<file path="config.mk">
export PLATFORM = sky130hd
export DESIGN_NAME = serializer_strap_cfg
export DESIGN_NICKNAME = d
export VERILOG_FILES = /design/src/verilog/serializer_cfg_pkg.sv /design/src/verilog/serializer_strap_cfg.sv
export SDC_FILE = /design/constraint.sdc
export NUM_CORES = 1
export LEC_CHECK = 0
export BUFFER_PORTS_ARGS = -buffer_cell sky130_fd_sc_hd__buf_2
export CAP_MARGIN = 30
export CORE_UTILIZATION = 30
export CTS_BUF_LIST = sky130_fd_sc_hd__clkbuf_16
export CTS_CLUSTER_SIZE = 10
export DETAILED_ROUTE_END_ITERATION = 12
export HOLD_SLACK_MARGIN = 0.05
export PLACE_DENSITY = 0.49
export SLEW_MARGIN = 20
export SYNTH_ARGS = -nofsm -noshare
export SYNTH_HDL_FRONTEND = slang
export SYNTH_SLANG_ARGS = --single-unit
</file>
<file path="constraint.sdc">
create_clock -name CLOCK -period 1.9 [get_ports CLOCK]
set_input_delay 0.475 -clock CLOCK [delete_from_list [all_inputs] [get_ports CLOCK]]
set_output_delay 0.475 -clock CLOCK [all_outputs]
set_load 0.02 [all_outputs]
</file>
<file path="src/verilog/serializer_cfg_pkg.sv">
// Constants and types of the serializer strap configuration loader.
// Assumes one 25 MHz clock and a byte-wide register port on the same clock.
//
// Behaviour
// - Straps are captured into register bits at power-up, then readable and writable.
// - Pixel-width strap is stored inverted in bit 6 of register 0x4F.
// - Auto sleep strap is stored as is in bit 7 of register 0x01.
// - Repeater strap is stored as is in bit 5 of register 0xC2.
// - Bit-mapping strap is stored as is in bit 7 of register 0x4F.
// - Cable-medium strap is stored as is in bit 7 of register 0x5B.
// - Pixel-width value 0 takes single-pixel input, 1 takes dual-pixel input.
// - Auto sleep is off while its value is 0, on while 1.
// - Repeater operation is off while its value is 0, on while 1.
// - Mapping value 0 selects standard mapping, 1 selects SPWG with LSBs on D3/D7.
// - Cable value 0 selects twisted pair, 1 selects coaxial cable.
// - Second strap levels 1-2, 3-4, 5-6, 7-8 give mapping/cable 00, 01, 10, 11.
// - Register 0x5B bits 1:0 select single, dual, replicate or auto-detect.
// - Link-mode value 1 selects single-link operation.
// - Auto-detect picks mode from receiver capability and delivered video format.
package serializer_cfg_pkg;
   // ----------------------------------------
   // Register offsets and fields
   // ----------------------------------------
   localparam logic [7:0] ADDR_STATUS = 8'h00;
   localparam logic [7:0] ADDR_SLEEP = 8'h01;
   localparam logic [7:0] ADDR_PIXEL = 8'h4F;
   localparam logic [7:0] ADDR_LINK = 8'h5B;
   localparam logic [7:0] ADDR_REPEAT = 8'hC2;
   localparam int BIT_AUTO_SLEEP = 7;
   localparam int BIT_PIXEL_WIDTH = 6;
   localparam int BIT_BIT_MAP = 7;
   localparam int BIT_CABLE = 7;
   localparam int BIT_REPEATER = 5;
   localparam int BIT_STRAP_DONE = 0;
   localparam logic [7:0] RESET_VALUE = 8'h00;
   localparam logic [7:0] LINK_RESET_VALUE = 8'h00;
   // ----------------------------------------
   // Link modes
   // ----------------------------------------
   localparam logic [1:0] LINK_AUTO = 2'h0;
   localparam logic [1:0] LINK_SINGLE = 2'h1;
   localparam logic [1:0] LINK_DUAL = 2'h2;
   localparam logic [1:0] LINK_REPLICATE = 2'h3;
   // ----------------------------------------
   // Timing
   // ----------------------------------------
   localparam int CLOCK_PERIOD_NS = 40;
   localparam int STRAP_SETTLE_NS = 160;
   localparam int SETTLE_CYCLES_INT = (STRAP_SETTLE_NS + CLOCK_PERIOD_NS - 1) / CLOCK_PERIOD_NS;
   localparam logic [3:0] SETTLE_CYCLES = 4'(SETTLE_CYCLES_INT);
   // ----------------------------------------
   // Types
   // ----------------------------------------
   typedef enum logic {WAIT_STRAP, STRAP_LOADED} phase_e;
   typedef struct packed {
      logic [7:0] addr;
      logic [7:0] wdata;
      logic wr;
      logic rd;
   } reg_req_s;
   typedef struct packed {
      logic pixel_dual;
      logic auto_sleep_en;
      logic repeater_en;
      logic bit_map_spwg;
      logic cable_coax;
      logic [1:0] link_mode;
   } config_s;
endpackage

</file>
<file path="src/verilog/serializer_strap_cfg.sv">
// Strap capture and configuration register bits of the serializer.
// Assumes strap level codes arrive asynchronously from the board level decoder.
//
// The implementer's own choices: the register offsets and the address-and-strobe port.
`timescale 1ns/1ps
`default_nettype none
module serializer_strap_cfg (
   input wire logic CLOCK,
   input wire logic RST_B,
   input wire logic [2:0] STRAP_INPUT_FIRST,
   input wire logic [2:0] STRAP_INPUT_SECOND,
   input wire serializer_cfg_pkg::reg_req_s REG_REQ,
   output logic [7:0] REG_RDATA,
   input wire logic RX_DUAL_CAPABLE,
   input wire logic VIDEO_DUAL_PIXEL,
   output serializer_cfg_pkg::config_s CONFIG,
   output logic STRAP_DONE
);
   import serializer_cfg_pkg::*;

   typedef struct packed {
      logic [2:0] first_meta;
      logic [2:0] first_sync;
      logic [2:0] second_meta;
      logic [2:0] second_sync;
      phase_e phase;
      logic [3:0] settle;
      logic [7:0] reg_sleep;
      logic [7:0] reg_pixel;
      logic [7:0] reg_link;
      logic [7:0] reg_repeat;
      logic [7:0] rdata;
      config_s cfg;
   } state_s;

   state_s state;
   state_s next_state;
   logic pixel_strap;
   logic sleep_strap;
   logic repeat_strap;
   logic map_strap;
   logic cable_strap;

   // ----------------------------------------
   // Strap level decode
   // ----------------------------------------
   always_comb begin
      // Level code is level number minus one
      case (state.first_sync)
         3'h0: {pixel_strap, sleep_strap, repeat_strap} = 3'h1;
         3'h1: {pixel_strap, sleep_strap, repeat_strap} = 3'h2;
         3'h2: {pixel_strap, sleep_strap, repeat_strap} = 3'h3;
         3'h3: {pixel_strap, sleep_strap, repeat_strap} = 3'h4;
         3'h4: {pixel_strap, sleep_strap, repeat_strap} = 3'h2;
         3'h5: {pixel_strap, sleep_strap, repeat_strap} = 3'h6;
         default: {pixel_strap, sleep_strap, repeat_strap} = 3'h7;
      endcase
      {map_strap, cable_strap} = state.second_sync[2:1];
   end

   // ----------------------------------------
   // Next state
   // ----------------------------------------
   always_comb begin
      next_state = state;
      next_state.first_meta = STRAP_INPUT_FIRST;
      next_state.first_sync = state.first_meta;
      next_state.second_meta = STRAP_INPUT_SECOND;
      next_state.second_sync = state.second_meta;
      next_state.rdata = 8'h00;
      if (REG_REQ.wr) begin
         if (REG_REQ.addr == ADDR_SLEEP) begin
            next_state.reg_sleep = REG_REQ.wdata;
         end else if (REG_REQ.addr == ADDR_PIXEL) begin
            next_state.reg_pixel = REG_REQ.wdata;
         end else if (REG_REQ.addr == ADDR_LINK) begin
            next_state.reg_link = REG_REQ.wdata;
         end else if (REG_REQ.addr == ADDR_REPEAT) begin
            next_state.reg_repeat = REG_REQ.wdata;
         end
      end
      case (state.phase)
         WAIT_STRAP: begin
            if (state.settle == SETTLE_CYCLES) begin
               next_state.phase = STRAP_LOADED;
               next_state.reg_pixel[BIT_PIXEL_WIDTH] = ~pixel_strap;
               next_state.reg_sleep[BIT_AUTO_SLEEP] = sleep_strap;
               next_state.reg_repeat[BIT_REPEATER] = repeat_strap;
               next_state.reg_pixel[BIT_BIT_MAP] = map_strap;
               next_state.reg_link[BIT_CABLE] = cable_strap;
            end else begin
               next_state.settle = state.settle + 4'h1;
            end
         end
         default: begin
            next_state.phase = STRAP_LOADED;
         end
      endcase
      if (REG_REQ.rd) begin
         if (REG_REQ.addr == ADDR_STATUS) begin
            next_state.rdata = 8'h00;
            next_state.rdata[BIT_STRAP_DONE] = (state.phase == STRAP_LOADED);
         end else if (REG_REQ.addr == ADDR_SLEEP) begin
            next_state.rdata = state.reg_sleep;
         end else if (REG_REQ.addr == ADDR_PIXEL) begin
            next_state.rdata = state.reg_pixel;
         end else if (REG_REQ.addr == ADDR_LINK) begin
            next_state.rdata = state.reg_link;
         end else if (REG_REQ.addr == ADDR_REPEAT) begin
            next_state.rdata = state.reg_repeat;
         end else begin
            next_state.rdata = 8'h00;
         end
      end
      next_state.cfg.pixel_dual = ~state.reg_pixel[BIT_PIXEL_WIDTH];
      next_state.cfg.auto_sleep_en = state.reg_sleep[BIT_AUTO_SLEEP];
      next_state.cfg.repeater_en = state.reg_repeat[BIT_REPEATER];
      next_state.cfg.bit_map_spwg = state.reg_pixel[BIT_BIT_MAP];
      next_state.cfg.cable_coax = state.reg_link[BIT_CABLE];
      case (state.reg_link[1:0])
         LINK_SINGLE: next_state.cfg.link_mode = LINK_SINGLE;
         LINK_DUAL: next_state.cfg.link_mode = LINK_DUAL;
         LINK_REPLICATE: next_state.cfg.link_mode = LINK_REPLICATE;
         default: begin
            if (RX_DUAL_CAPABLE && VIDEO_DUAL_PIXEL) begin
               next_state.cfg.link_mode = LINK_DUAL;
            end else begin
               next_state.cfg.link_mode = LINK_SINGLE;
            end
         end
      endcase
   end

   // ----------------------------------------
   // State register
   // ----------------------------------------
   always_ff @(posedge CLOCK) begin
      if (!RST_B) begin
         state <= '0;
         state.phase <= WAIT_STRAP;
         state.reg_sleep <= RESET_VALUE;
         state.reg_pixel <= RESET_VALUE;
         state.reg_link <= LINK_RESET_VALUE;
         state.reg_repeat <= RESET_VALUE;
      end else begin
         state <= next_state;
      end
   end

   assign REG_RDATA = state.rdata;
   assign CONFIG = state.cfg;
   assign STRAP_DONE = (state.phase == STRAP_LOADED);
endmodule
`default_nettype wire

</file>
==> results of run 1 <==
power by group through the flow:
stage | logic [mW] | clock network, mW | registers (mW)
floorplan | 0.200 | 0 | 1.43
global placement | 0.286 | 0 | 1.44
detailed placement | 0.290 | 0 | 1.44
CTS | 0.292 | 1.44 | 1.42
global route | 0.317 | 1.50 | 1.43
finish | 0.286 | 1.39 | 1.42
critical path: stages:
cell	delay (ns)
buf_2	0.15
nor2b_1	0.65
a22oi_1	0.23
a2bb2oi_1	0.17
a21oi_1	0.16
layout make-up:
type                       count  share of cell area [%]
clock buffer                   9                    6.98
clock inverter                 7                   0.970
inverter                       2                   0.233
multi-input combinational    165                    39.3
sequential                    62                    38.5
tap                          108                    4.19
timing repair buffer          53                    9.85
state kept, by name (all words and copies together) (netlist names):
| signal | count |
|---|---|
| state | 35 |
| next_state | 9 |
| REG_RDATA | 8 |
| CONFIG | 7 |
| STRAP_DONE | 1 |
| cable_strap | 1 |
| map_strap | 1 |
worst max path at each step:
stage                           start      endpoint  slack, ns  cells past startpoint
final                     REG_REQ[12]  REG_RDATA[0]       0.31                      5
after global routing        state[47]     state[37]       0.23                      6
after detailed placement  REG_REQ[12]  REG_RDATA[5]      -0.01                      5
after global placement    REG_REQ[12]  REG_RDATA[5]       0.02                      5
after CTS                 REG_REQ[12]  REG_RDATA[5]       0.32                      5
after floorplan           REG_REQ[13]  REG_RDATA[7]       0.29                      5
layer usage:
layer	share of wire, %	vias to the layer above	GRT usage (%)
met5	0	-	0
met4	1.2	0	7.72
met3	4.2	9	3.05
met2	42	50	19.0
met1	53	863	19.6
li1	-	961	-
cell usage in the layout, fill, tap and decap left out, drive strengths merged, types with 2 or more instances in the layout:
cell,n
a21boi,2
a21oi,15
a22oi,8
and2,16
buf,53
clkbuf,9
clkinv,6
dfxtp,62
ha,2
inv,2
mux2i,32
nand2,6
nand2b,2
nand3,3
nand3b,2
nor2,5
nor2b,31
nor3,2
o211a,7
o21a,2
o21ai,6
o22ai,7
o31ai,2
or4,3
xor2,2
cell families after synthesis:
| group | after synthesis | synth area share, % |
|---|---|---|
| adders and majority gates | 2 | 0.934 |
| and+or+nand+nor | 77 | 20.7 |
| DFF | 62 | 46.4 |
| buffers and inverters | 29 | 6.31 |
| xor gates and xnor gates | 3 | 0.981 |
| muxes | 32 | 12.0 |
| AOI/OAI and AO/OA | 51 | 12.8 |
==> key figures, run 1 <==
Run status
  • Status: finished clean

STA
  • Worst slew pin tran: 0.784 ns
  • Clock Skews: 0.00397 ns
  • Final WS setup: 0.306 ns
  • Final min period: 1.59 ns
  • Count of final hold-check violations: 0
  • Slew Viols, Final: 0
  • FMAX: 0.627 GHz
  • Slew headroom: 47.6%
  • RSZ-0062 raised after global routing: no
  • TNS Setup: 0 ns
  • Endpoints failing setup: 0
  • Final hold slack: 0.356 ns
  • Post-route clock period utilization: 83.9%

Layout
  • # diodes: 0
  • Finished Cell Area: 0.00323 mm2
  • Share of layout cells above drive strength 1: 24.8%
  • Layout net count: 323
  • Fillers: 907
  • Area Overhead vs Synth: 20.5%
  • Final core occ: 37.2%
  • Layout Cells excl Fill: 406
  • Multi-input gate area: 0.00127 mm2
  • FF+latch area: 0.00124 mm2

Floorplanning
  • FP Rows: 34
  • Initial core utilization: 30.9%
  • Die area: 0.00931 mm2
  • Io pins: 44
  • Core area: 0.00868 mm2
  • Die width: 96.5 um
  • Die Y: 96.5 um

Power
  • Comb pwr share: 9.2%
  • Internal power: 2.35 mW
  • Sequential power share: 45.8%
  • Sw Ratio: 24.0%
  • Max IR drop VDD: 483 uV
  • P_sw: 0.740 mW
  • Power Total: 3.09 mW
  • Cell area power density: 958 mW/mm2
  • Lkg Pwr: 1.38 nW
  • Clk pwr share: 44.9%

Clock tree
  • Post-CTS setup buffers: 0
  • H-tree Lvls: 3
  • Post-cts sizing count: 0
  • Clock tree buffer depth: 2
  • CTS Buf Count: 9
  • Root buffer cell: clkbuf_16
  • Worst skew pair latency: 0.32 ns
  • Clock transition at path regs: 0.05 ns
  • Hold Buf Count CTS: 0
  • CTS sink cnt: 62
  • CTS tree: built

Routing
  • Routed vias: 1883
  • Iter 0 DRT Violations: 60
  • Routed Antenna Nets: 0
  • WL/cell: 14.4 um
  • Drt pass-1 iters: 4
  • WL final: 5860 um
  • Routed vias/inst: 4.64
  • Drc violations: 0

Synth
  • Synth async-reset ratio: 0%
  • Synth Instances: 256
  • Synthesis-stage register bit count: 62
  • Post-synth EDFFs: 0
  • Synth area leader: dfxtp_1
  • Main synth FF type: dfxtp_1
  • Sequential share of the synthesized area: 46.4%
  • Synth unique cells: 39
  • Syn avg cell area: 10.5 um2
  • Cell with the most instances after synthesis: dfxtp_1
  • Synth warnings: 0
  • Synthesized Nets: 286
  • Synth top area cells: dfxtp_1, mux2i_1, nor2b_1
  • Commonest cells post-synth: dfxtp_1, mux2i_1, nor2b_1, and2_1
  • Area share of the largest cell type after synthesis: 46.4%
  • Synthesized cell area: 0.00268 mm2

Place
  • HPWL after DPL: 3880 um
  • GPL Wtd Cong: 0.716
  • Pre-CTS setup slack: -0.0133 ns
  • IO Port Bufs: 42
  • Inst Count DP: 390
  • Post-DP Area: 0.00297 mm2

Global routing
  • Vias in the first global route: 1722
  • Overflow after GRT: 0
  • Initial antenna violation count: 0
  • First-pass GRT wire length: 9140 um
  • GRT Util Overall: 13.8%
  • Largest net degree at the start of global routing: 55

Setup path
  • Nature of the critical path startpoint: primary input
  • R2R Path Start: state[47]
  • Reg2reg path depth: 6
  • CP required: 2.15 ns
  • Arr. time, crit path: 1.84 ns
  • CP Capture Type: register
  • R2r endpoint: state[37]
  • Crit-path max FO: 8
  • WS Path Type: primary input to register
  • Reg2Reg Setup Slack: 0.36 ns

Hold path
  • Min-Delay Path Class: primary input to register
  • Hold_sp: STRAP_INPUT_FIRST[2]
  • Min-Delay Endpoint: next_state[60]
  • Hold Path Depth: 2

Run
  • MaxCap Viol Count: 0
(Power assumes the default switching activity.)
==> inputs of run 2 (changes only) <==
PLACE_DENSITY = 0.51   (was 0.49)
clock period = 1.4 ns   (was 1.9 ns; I/O delays follow)
==> run 2 against run 1 <==
Against the previous run: core utilization rose by 2.1 points; power is 49% higher; first-iteration DRC count is 32% higher; largest power group is now the clock network; critical path type is now register to register; highest routed layer unchanged; clock power rose by 58%; via count grew 2.9%.
==> key figures, run 2 (same netlist as run 1, synthesis figures left out) <==
Power
  • Power Total: 4.60 mW (+49%)
  • Comb pwr share: 10.7% (+1.5 points)
  • Clk pwr share: 47.6% (+2.7 points)
  • Lkg Pwr: 1.46 nW (+6.5%)
  • Internal power: 3.49 mW (+48%)
  • P_sw: 1.11 mW (+50%)
  • Sw Ratio: 24.2% (+0.25 points)
  • Sequential power share: 41.7% (-4.1 points)
  • Max IR drop VDD: 551 uV (+14%)
  • Cell area power density: 1350 mW/mm2 (+41%)

STA
  • Endpoints failing setup: 0 (unchanged)
  • Final min period: 1.38 ns
  • FMAX: 0.724 GHz
  • RSZ-0062 raised after global routing: yes
  • Worst slew pin tran: 0.423 ns (-0.361 ns)
  • Final WS setup: 0.0180 ns (-0.288 ns)
  • Clock Skews: 0.00447 ns (+0.000499 ns)
  • Final hold slack: 0.229 ns (-0.127 ns)
  • Slew headroom: 71.7% (+24 points)
  • Slew Viols, Final: 0 (unchanged)
  • Post-route clock period utilization: 98.7%
  • Count of final hold-check violations: 0 (unchanged)

Place
  • Pre-CTS setup slack: -0.274 ns (-0.261 ns)
  • IO Port Bufs: 42 (unchanged)
  • HPWL after DPL: 4000 um (+3.3%)
  • Inst Count DP: 401 (+2.8%)
  • GPL Wtd Cong: 0.745 (+4.0%)
  • Post-DP Area: 0.00308 mm2 (+3.7%)

Floorplanning
  • Die area: 0.00931 mm2 (unchanged)
  • FP Rows: 34 (unchanged)
  • Io pins: 44 (unchanged)
  • Die width: 96.5 um (unchanged)
  • Die Y: 96.5 um (unchanged)
  • Core area: 0.00868 mm2 (unchanged)
  • Initial core utilization: 30.9% (unchanged)

Layout
  • Commonest non-fill, non-tap cell in the layout: dfxtp_1
  • Area Overhead vs Synth: 27.3%
  • # diodes: 0 (unchanged)
  • Most flop-heavy register: state
  • Layout Cells excl Fill: 418 (+3.0%)
  • Most frequent cells in the layout: dfxtp_1, buf_2, mux2i_1, nor2b_1, buf_4
  • Layout net count: 335 (+3.7%)
  • Max reg flops: 35 (unchanged)
  • Finished Cell Area: 0.00341 mm2 (+5.7%)
  • Share of layout cells above drive strength 1: 32.6% (+7.7 points)

Clock tree
  • CTS Buf Count: 9 (unchanged)
  • Hold Buf Count CTS: 0 (unchanged)
  • CTS sink cnt: 62 (unchanged)
  • Worst skew pair latency: 0.32 ns (about the same)
  • CTS tree: built
  • H-tree Lvls: 3 (unchanged)
  • Clock transition at path regs: 0.06 ns (about the same)
  • Clock tree buffer depth: 2 (unchanged)
  • Root buffer cell: clkbuf_16

Setup path
  • Crit-path max FO: 4 (-4)
  • Reg2reg path depth: 5 (-1)
  • CP required: 1.66 ns (-0.49 ns)
  • WS Path Type: register to register
  • CP startpoint: state[47]
  • R2r endpoint: state[50]
  • Arr. time, crit path: 1.64 ns (-0.20 ns)
  • R2R Path Start: state[47]
  • CP Capture Type: register
  • End of the critical path: state[50]
  • Reg2Reg Setup Slack: 0.02 ns (-0.34 ns)
  • Nature of the critical path startpoint: register

Run status
  • Status: finished clean

Global routing
  • First-pass GRT wire length: 9590 um (+5.0%)
  • GRT Util Overall: 14.2% (+0.39 points)
  • Vias in the first global route: 1881 (+9.2%)
  • Largest net degree at the start of global routing: 55 (unchanged)
  • Initial antenna violation count: 0 (unchanged)
  • Overflow after GRT: 0 (unchanged)

Routing
  • Iter 0 DRT Violations: 79 (+32%)
  • Routed Antenna Nets: 0 (unchanged)
  • WL/cell: 14.4 um (about the same)
  • Drt pass-1 iters: 4 (unchanged)
  • Routed vias/inst: 4.64 (about the same)
  • Drc violations: 0 (unchanged)
  • WL final: 6030 um (+3.0%)
  • Routed vias: 1938 (+2.9%)

Run
  • MaxCap Viol Count: 0 (unchanged)

Hold path
  • Min-Delay Path Class: primary input to register
run 2: timing repair:
| item | 4_1_cts | 5_1_grt |
|---|---|---|
| pin swaps | 2 | 0 |
| endpoints found under the setup margin | 1 | 9 |
| buffers inserted | 1 | 0 |
| gates resized for setup | 1 | 6 |
| hold endpoints to repair | 0 | 0 |
run 2: critical path, stage by stage, from the launching register on:
cell	delay (ns)
dfxtp_2	0.33
inv_2	0.04
ha_1	0.17
and3b_2	0.23
or4_4	0.42
a21boi_2	0.13
run 2: per-layer routing:
layer	vias up	routed length, um	GRT usage, %
li1	981	-	-
met1	900	3040	20.0
met2	53	2550	20.1
met3	4	382	4.46
met4	0	53	5.15
met5	-	0	0
run 2: per-stage QoR:
stage,setup TNS (ns),util [%]
2_1_floorplan,-0.173,-
5_1_grt,-0.0817,39.3
3_5_place_dp,-5.42,35.5
6_report,0,39.3
4_1_cts,0,39.0
3_3_place_gp,-5.43,35.5
run 2: final cells by class:
class	instances	area (um2)
clock buffer	9	225
inverter	2	7.51
tap	108	135
fill	909	5270
clock inverter	7	73.8
timing repair buffer	65	420
sequential	62	1240
multi-input combinational	165	1300
run 2: power groups by stage:
stage / Combinational (mW) / Sequential, mW / Clock, mW
4_1_cts: 0.488 / 1.92 / 2.25
3_3_place_gp: 0.472 / 1.95 / 0
2_1_floorplan: 0.275 / 1.95 / 0
5_1_grt: 0.551 / 1.93 / 2.35
6_report: 0.493 / 1.92 / 2.19
3_5_place_dp: 0.476 / 1.95 / 0
run 2: worst min-delay path by stage:
| stage | start | to | slack [ns] | depth (start not counted) |
|---|---|---|---|---|
| final | STRAP_INPUT_SECOND[1] | next_state[53] | 0.23 | 2 |
| after global routing | STRAP_INPUT_FIRST[1] | next_state[59] | 0.22 | 2 |
| after CTS | STRAP_INPUT_SECOND[1] | next_state[53] | 0.22 | 2 |
| after detailed placement | next_state[53] | cable_strap | 0.42 | 1 |
| after global placement | next_state[53] | cable_strap | 0.42 | 1 |
| after floorplan | next_state[53] | cable_strap | 0.41 | 1 |
==> inputs of run 3 (changes only) <==
PLACE_DENSITY = 0.49   (was 0.51)
clock period = 1.3 ns   (was 1.4 ns; I/O delays follow)
==> run 3 against run 2 <==
Against the previous run: the run now ends with negative setup slack left; hold slack got worse by 0.018 ns; sequential power increased by 7%; power increased by 2.6%; clock power decreased by 6%; first-iteration DRC count decreased by 18%; critical path type unchanged; largest power group is now registers.
==> key figures, run 3 (same netlist as run 1, synthesis figures left out) <==
Run status
  • Status: finished with violations
  • Failing checks: negative setup slack

Place
  • IO Port Bufs: 42 (unchanged)
  • HPWL after DPL: 4220 um (+5.5%)
  • Inst Count DP: 405 (+1.0%)
  • Post-DP Area: 0.00311 mm2 (+0.89%)
  • Pre-CTS setup slack: -0.305 ns (-0.0306 ns)
  • GPL Wtd Cong: 0.709 (-4.9%)

Setup path
  • Nature of the critical path startpoint: register
  • R2r endpoint: state[50]
  • Crit-path max FO: 5 (+1)
  • CP required: 1.55 ns (-0.11 ns)
  • CP Capture Type: register
  • Arr. time, crit path: 1.62 ns (-0.02 ns)
  • WS Path Type: register to register
  • Reg2Reg Setup Slack: -0.07 ns (-0.08 ns)
  • Reg2reg path depth: 5 (unchanged)
  • R2R Path Start: state[47]

Global routing
  • Vias in the first global route: 1864 (-0.90%)
  • GRT Util Overall: 14.2% (about the same)
  • First-pass GRT wire length: 9620 um (+0.28%)
  • Largest net degree at the start of global routing: 43 (-22%)
  • Initial antenna violation count: 0 (unchanged)
  • Overflow after GRT: 0 (unchanged)

Routing
  • Routed vias: 1999 (+3.1%)
  • Routed Antenna Nets: 0 (unchanged)
  • Drc violations: 0 (unchanged)
  • Drt pass-1 iters: 4 (unchanged)
  • Routed vias/inst: 4.74 (+2.2%)
  • Iter 0 DRT Violations: 65 (-18%)
  • WL final: 6040 um (about the same)
  • WL/cell: 14.3 um (-0.92%)

Layout
  • Most frequent cells in the layout: dfxtp_1, buf_2, mux2i_1, nor2b_1, buf_4
  • Commonest non-fill, non-tap cell in the layout: dfxtp_1
  • Share of layout cells above drive strength 1: 36.0% (+3.4 points)
  • Most flop-heavy register: state
  • Max reg flops: 35 (unchanged)
  • # diodes: 0 (unchanged)
  • Area Overhead vs Synth: 28.6%
  • Multi-input gate area: 0.00135 mm2 (+3.2%)
  • Finished Cell Area: 0.00344 mm2 (+1.0%)
  • FF+latch area: 0.00125 mm2 (+0.30%)
  • Layout Cells excl Fill: 422 (+0.96%)
  • Fillers: 887 (-2.4%)
  • Layout net count: 341 (+1.8%)

Run
  • MaxCap Viol Count: 0 (unchanged)

Clock tree
  • Root buffer cell: clkbuf_16
  • CTS tree: built
  • Clock tree buffer depth: 2 (unchanged)
  • Worst skew pair latency: 0.32 ns (about the same)
  • Clock transition at path regs: 0.05 ns (about the same)
  • H-tree Lvls: 3 (unchanged)
  • CTS Buf Count: 9 (unchanged)
  • CTS sink cnt: 62 (unchanged)

Floorplanning
  • FP Rows: 34 (unchanged)
  • Initial core utilization: 30.9% (unchanged)
  • Die area: 0.00931 mm2 (unchanged)
  • Die width: 96.5 um (unchanged)
  • Die Y: 96.5 um (unchanged)
  • Io pins: 44 (unchanged)
  • Core area: 0.00868 mm2 (unchanged)

STA
  • Endpoints failing setup: 1 (+1)
  • Clock Skews: 0.00427 ns (-0.000204 ns)
  • Final hold slack: 0.212 ns (-0.0175 ns)
  • RSZ-0062 raised after global routing: yes
  • Post-route clock period utilization: 105% (+6.3 points)
  • Slew Viols, Final: 0 (unchanged)
  • Final min period: 1.37 ns (-0.0164 ns)
  • FMAX: 0.732 GHz (+1.2%)
  • Worst slew pin tran: 0.393 ns (-0.0300 ns)
  • Final WS setup: -0.0656 ns (-0.0836 ns)
  • Count of final hold-check violations: 0 (unchanged)
  • Slew headroom: 73.8% (+2.0 points)

Hold path
  • Min-Delay Path Class: primary input to register
  • Min-Delay Endpoint: next_state[58]
  • Hold Path Depth: 2 (unchanged)
  • Hold_sp: STRAP_INPUT_FIRST[0]

Power
  • Max IR drop VDD: 655 uV (+19%)
  • Power Total: 4.72 mW (+2.6%)
  • Cell area power density: 1370 mW/mm2 (+1.5%)
  • Lkg Pwr: 1.49 nW (+1.6%)
-- run 3: worst max-delay path by stage --
stage | start | endpoint | slack [ns] | cells after the start
floorplan | REG_REQ[11] | REG_RDATA[1] | -0.1 | 3
global placement | REG_REQ[14] | REG_RDATA[4] | -0.32 | 6
detailed placement | REG_REQ[12] | REG_RDATA[2] | -0.30 | 6
CTS | state[47] | state[49] | -0.07 | 6
global route | state[47] | state[50] | -0.13 | 5
finish | state[47] | state[50] | -0.07 | 5
-- run 3: worst max-delay path: stages (launching register included) --
cell and delay, ns:
dfxtp_2 0.33, inv_2 0.04, ha_2 0.16, and3b_2 0.24, or4_1 0.40, a21boi_1 0.13
-- run 3: report_power, final --
| part | switching [mW] | internal [mW] | leakage, nW |
|---|---|---|---|
| logic | 0.301 | 0.310 | 0.863 |
| clock network | 0.796 | 1.25 | 0.121 |
| registers | 0.0549 | 2.00 | 0.505 |
-- run 3: area by class of cell --
| type | instances | share of cell area (%) |
|---|---|---|
| Clock buffer | 9 | 6.54 |
| Inverter | 2 | 0.218 |
| Timing Repair Buffer | 71 | 13.2 |
| Tap cell | 108 | 3.92 |
| Sequential cell | 62 | 36.2 |
| Multi-Input combinational cell | 165 | 39.0 |
| Clock inverter | 5 | 0.835 |
-- run 3: per-layer routing --
layer / vias up / track usage (%) / part of all wire [%]
li1: 993 / - / -
met1: 958 / 19.6 / 49
met2: 42 / 21.1 / 45
met3: 6 / 3.44 / 4.6
met4: 0 / 5.51 / 1.2
met5: - / 0 / 0
-- run 3: repair_timing --
item                                    in CTS  in global routing
pin swaps                                    2                  2
buffers inserted                             1                  2
resized for setup                            9                  9
hold buffers                                 0                  0
endpoints found under the setup margin       8                 16
-- run 3: through the flow --
stage | TNS, ns | utilization [%]
floorplan | -1.76 | -
global placement | -8.43 | 35.8
detailed placement | -8.26 | 35.8
CTS | -0.142 | 39.3
global route | -0.464 | 39.7
finish | -0.0656 | 39.7
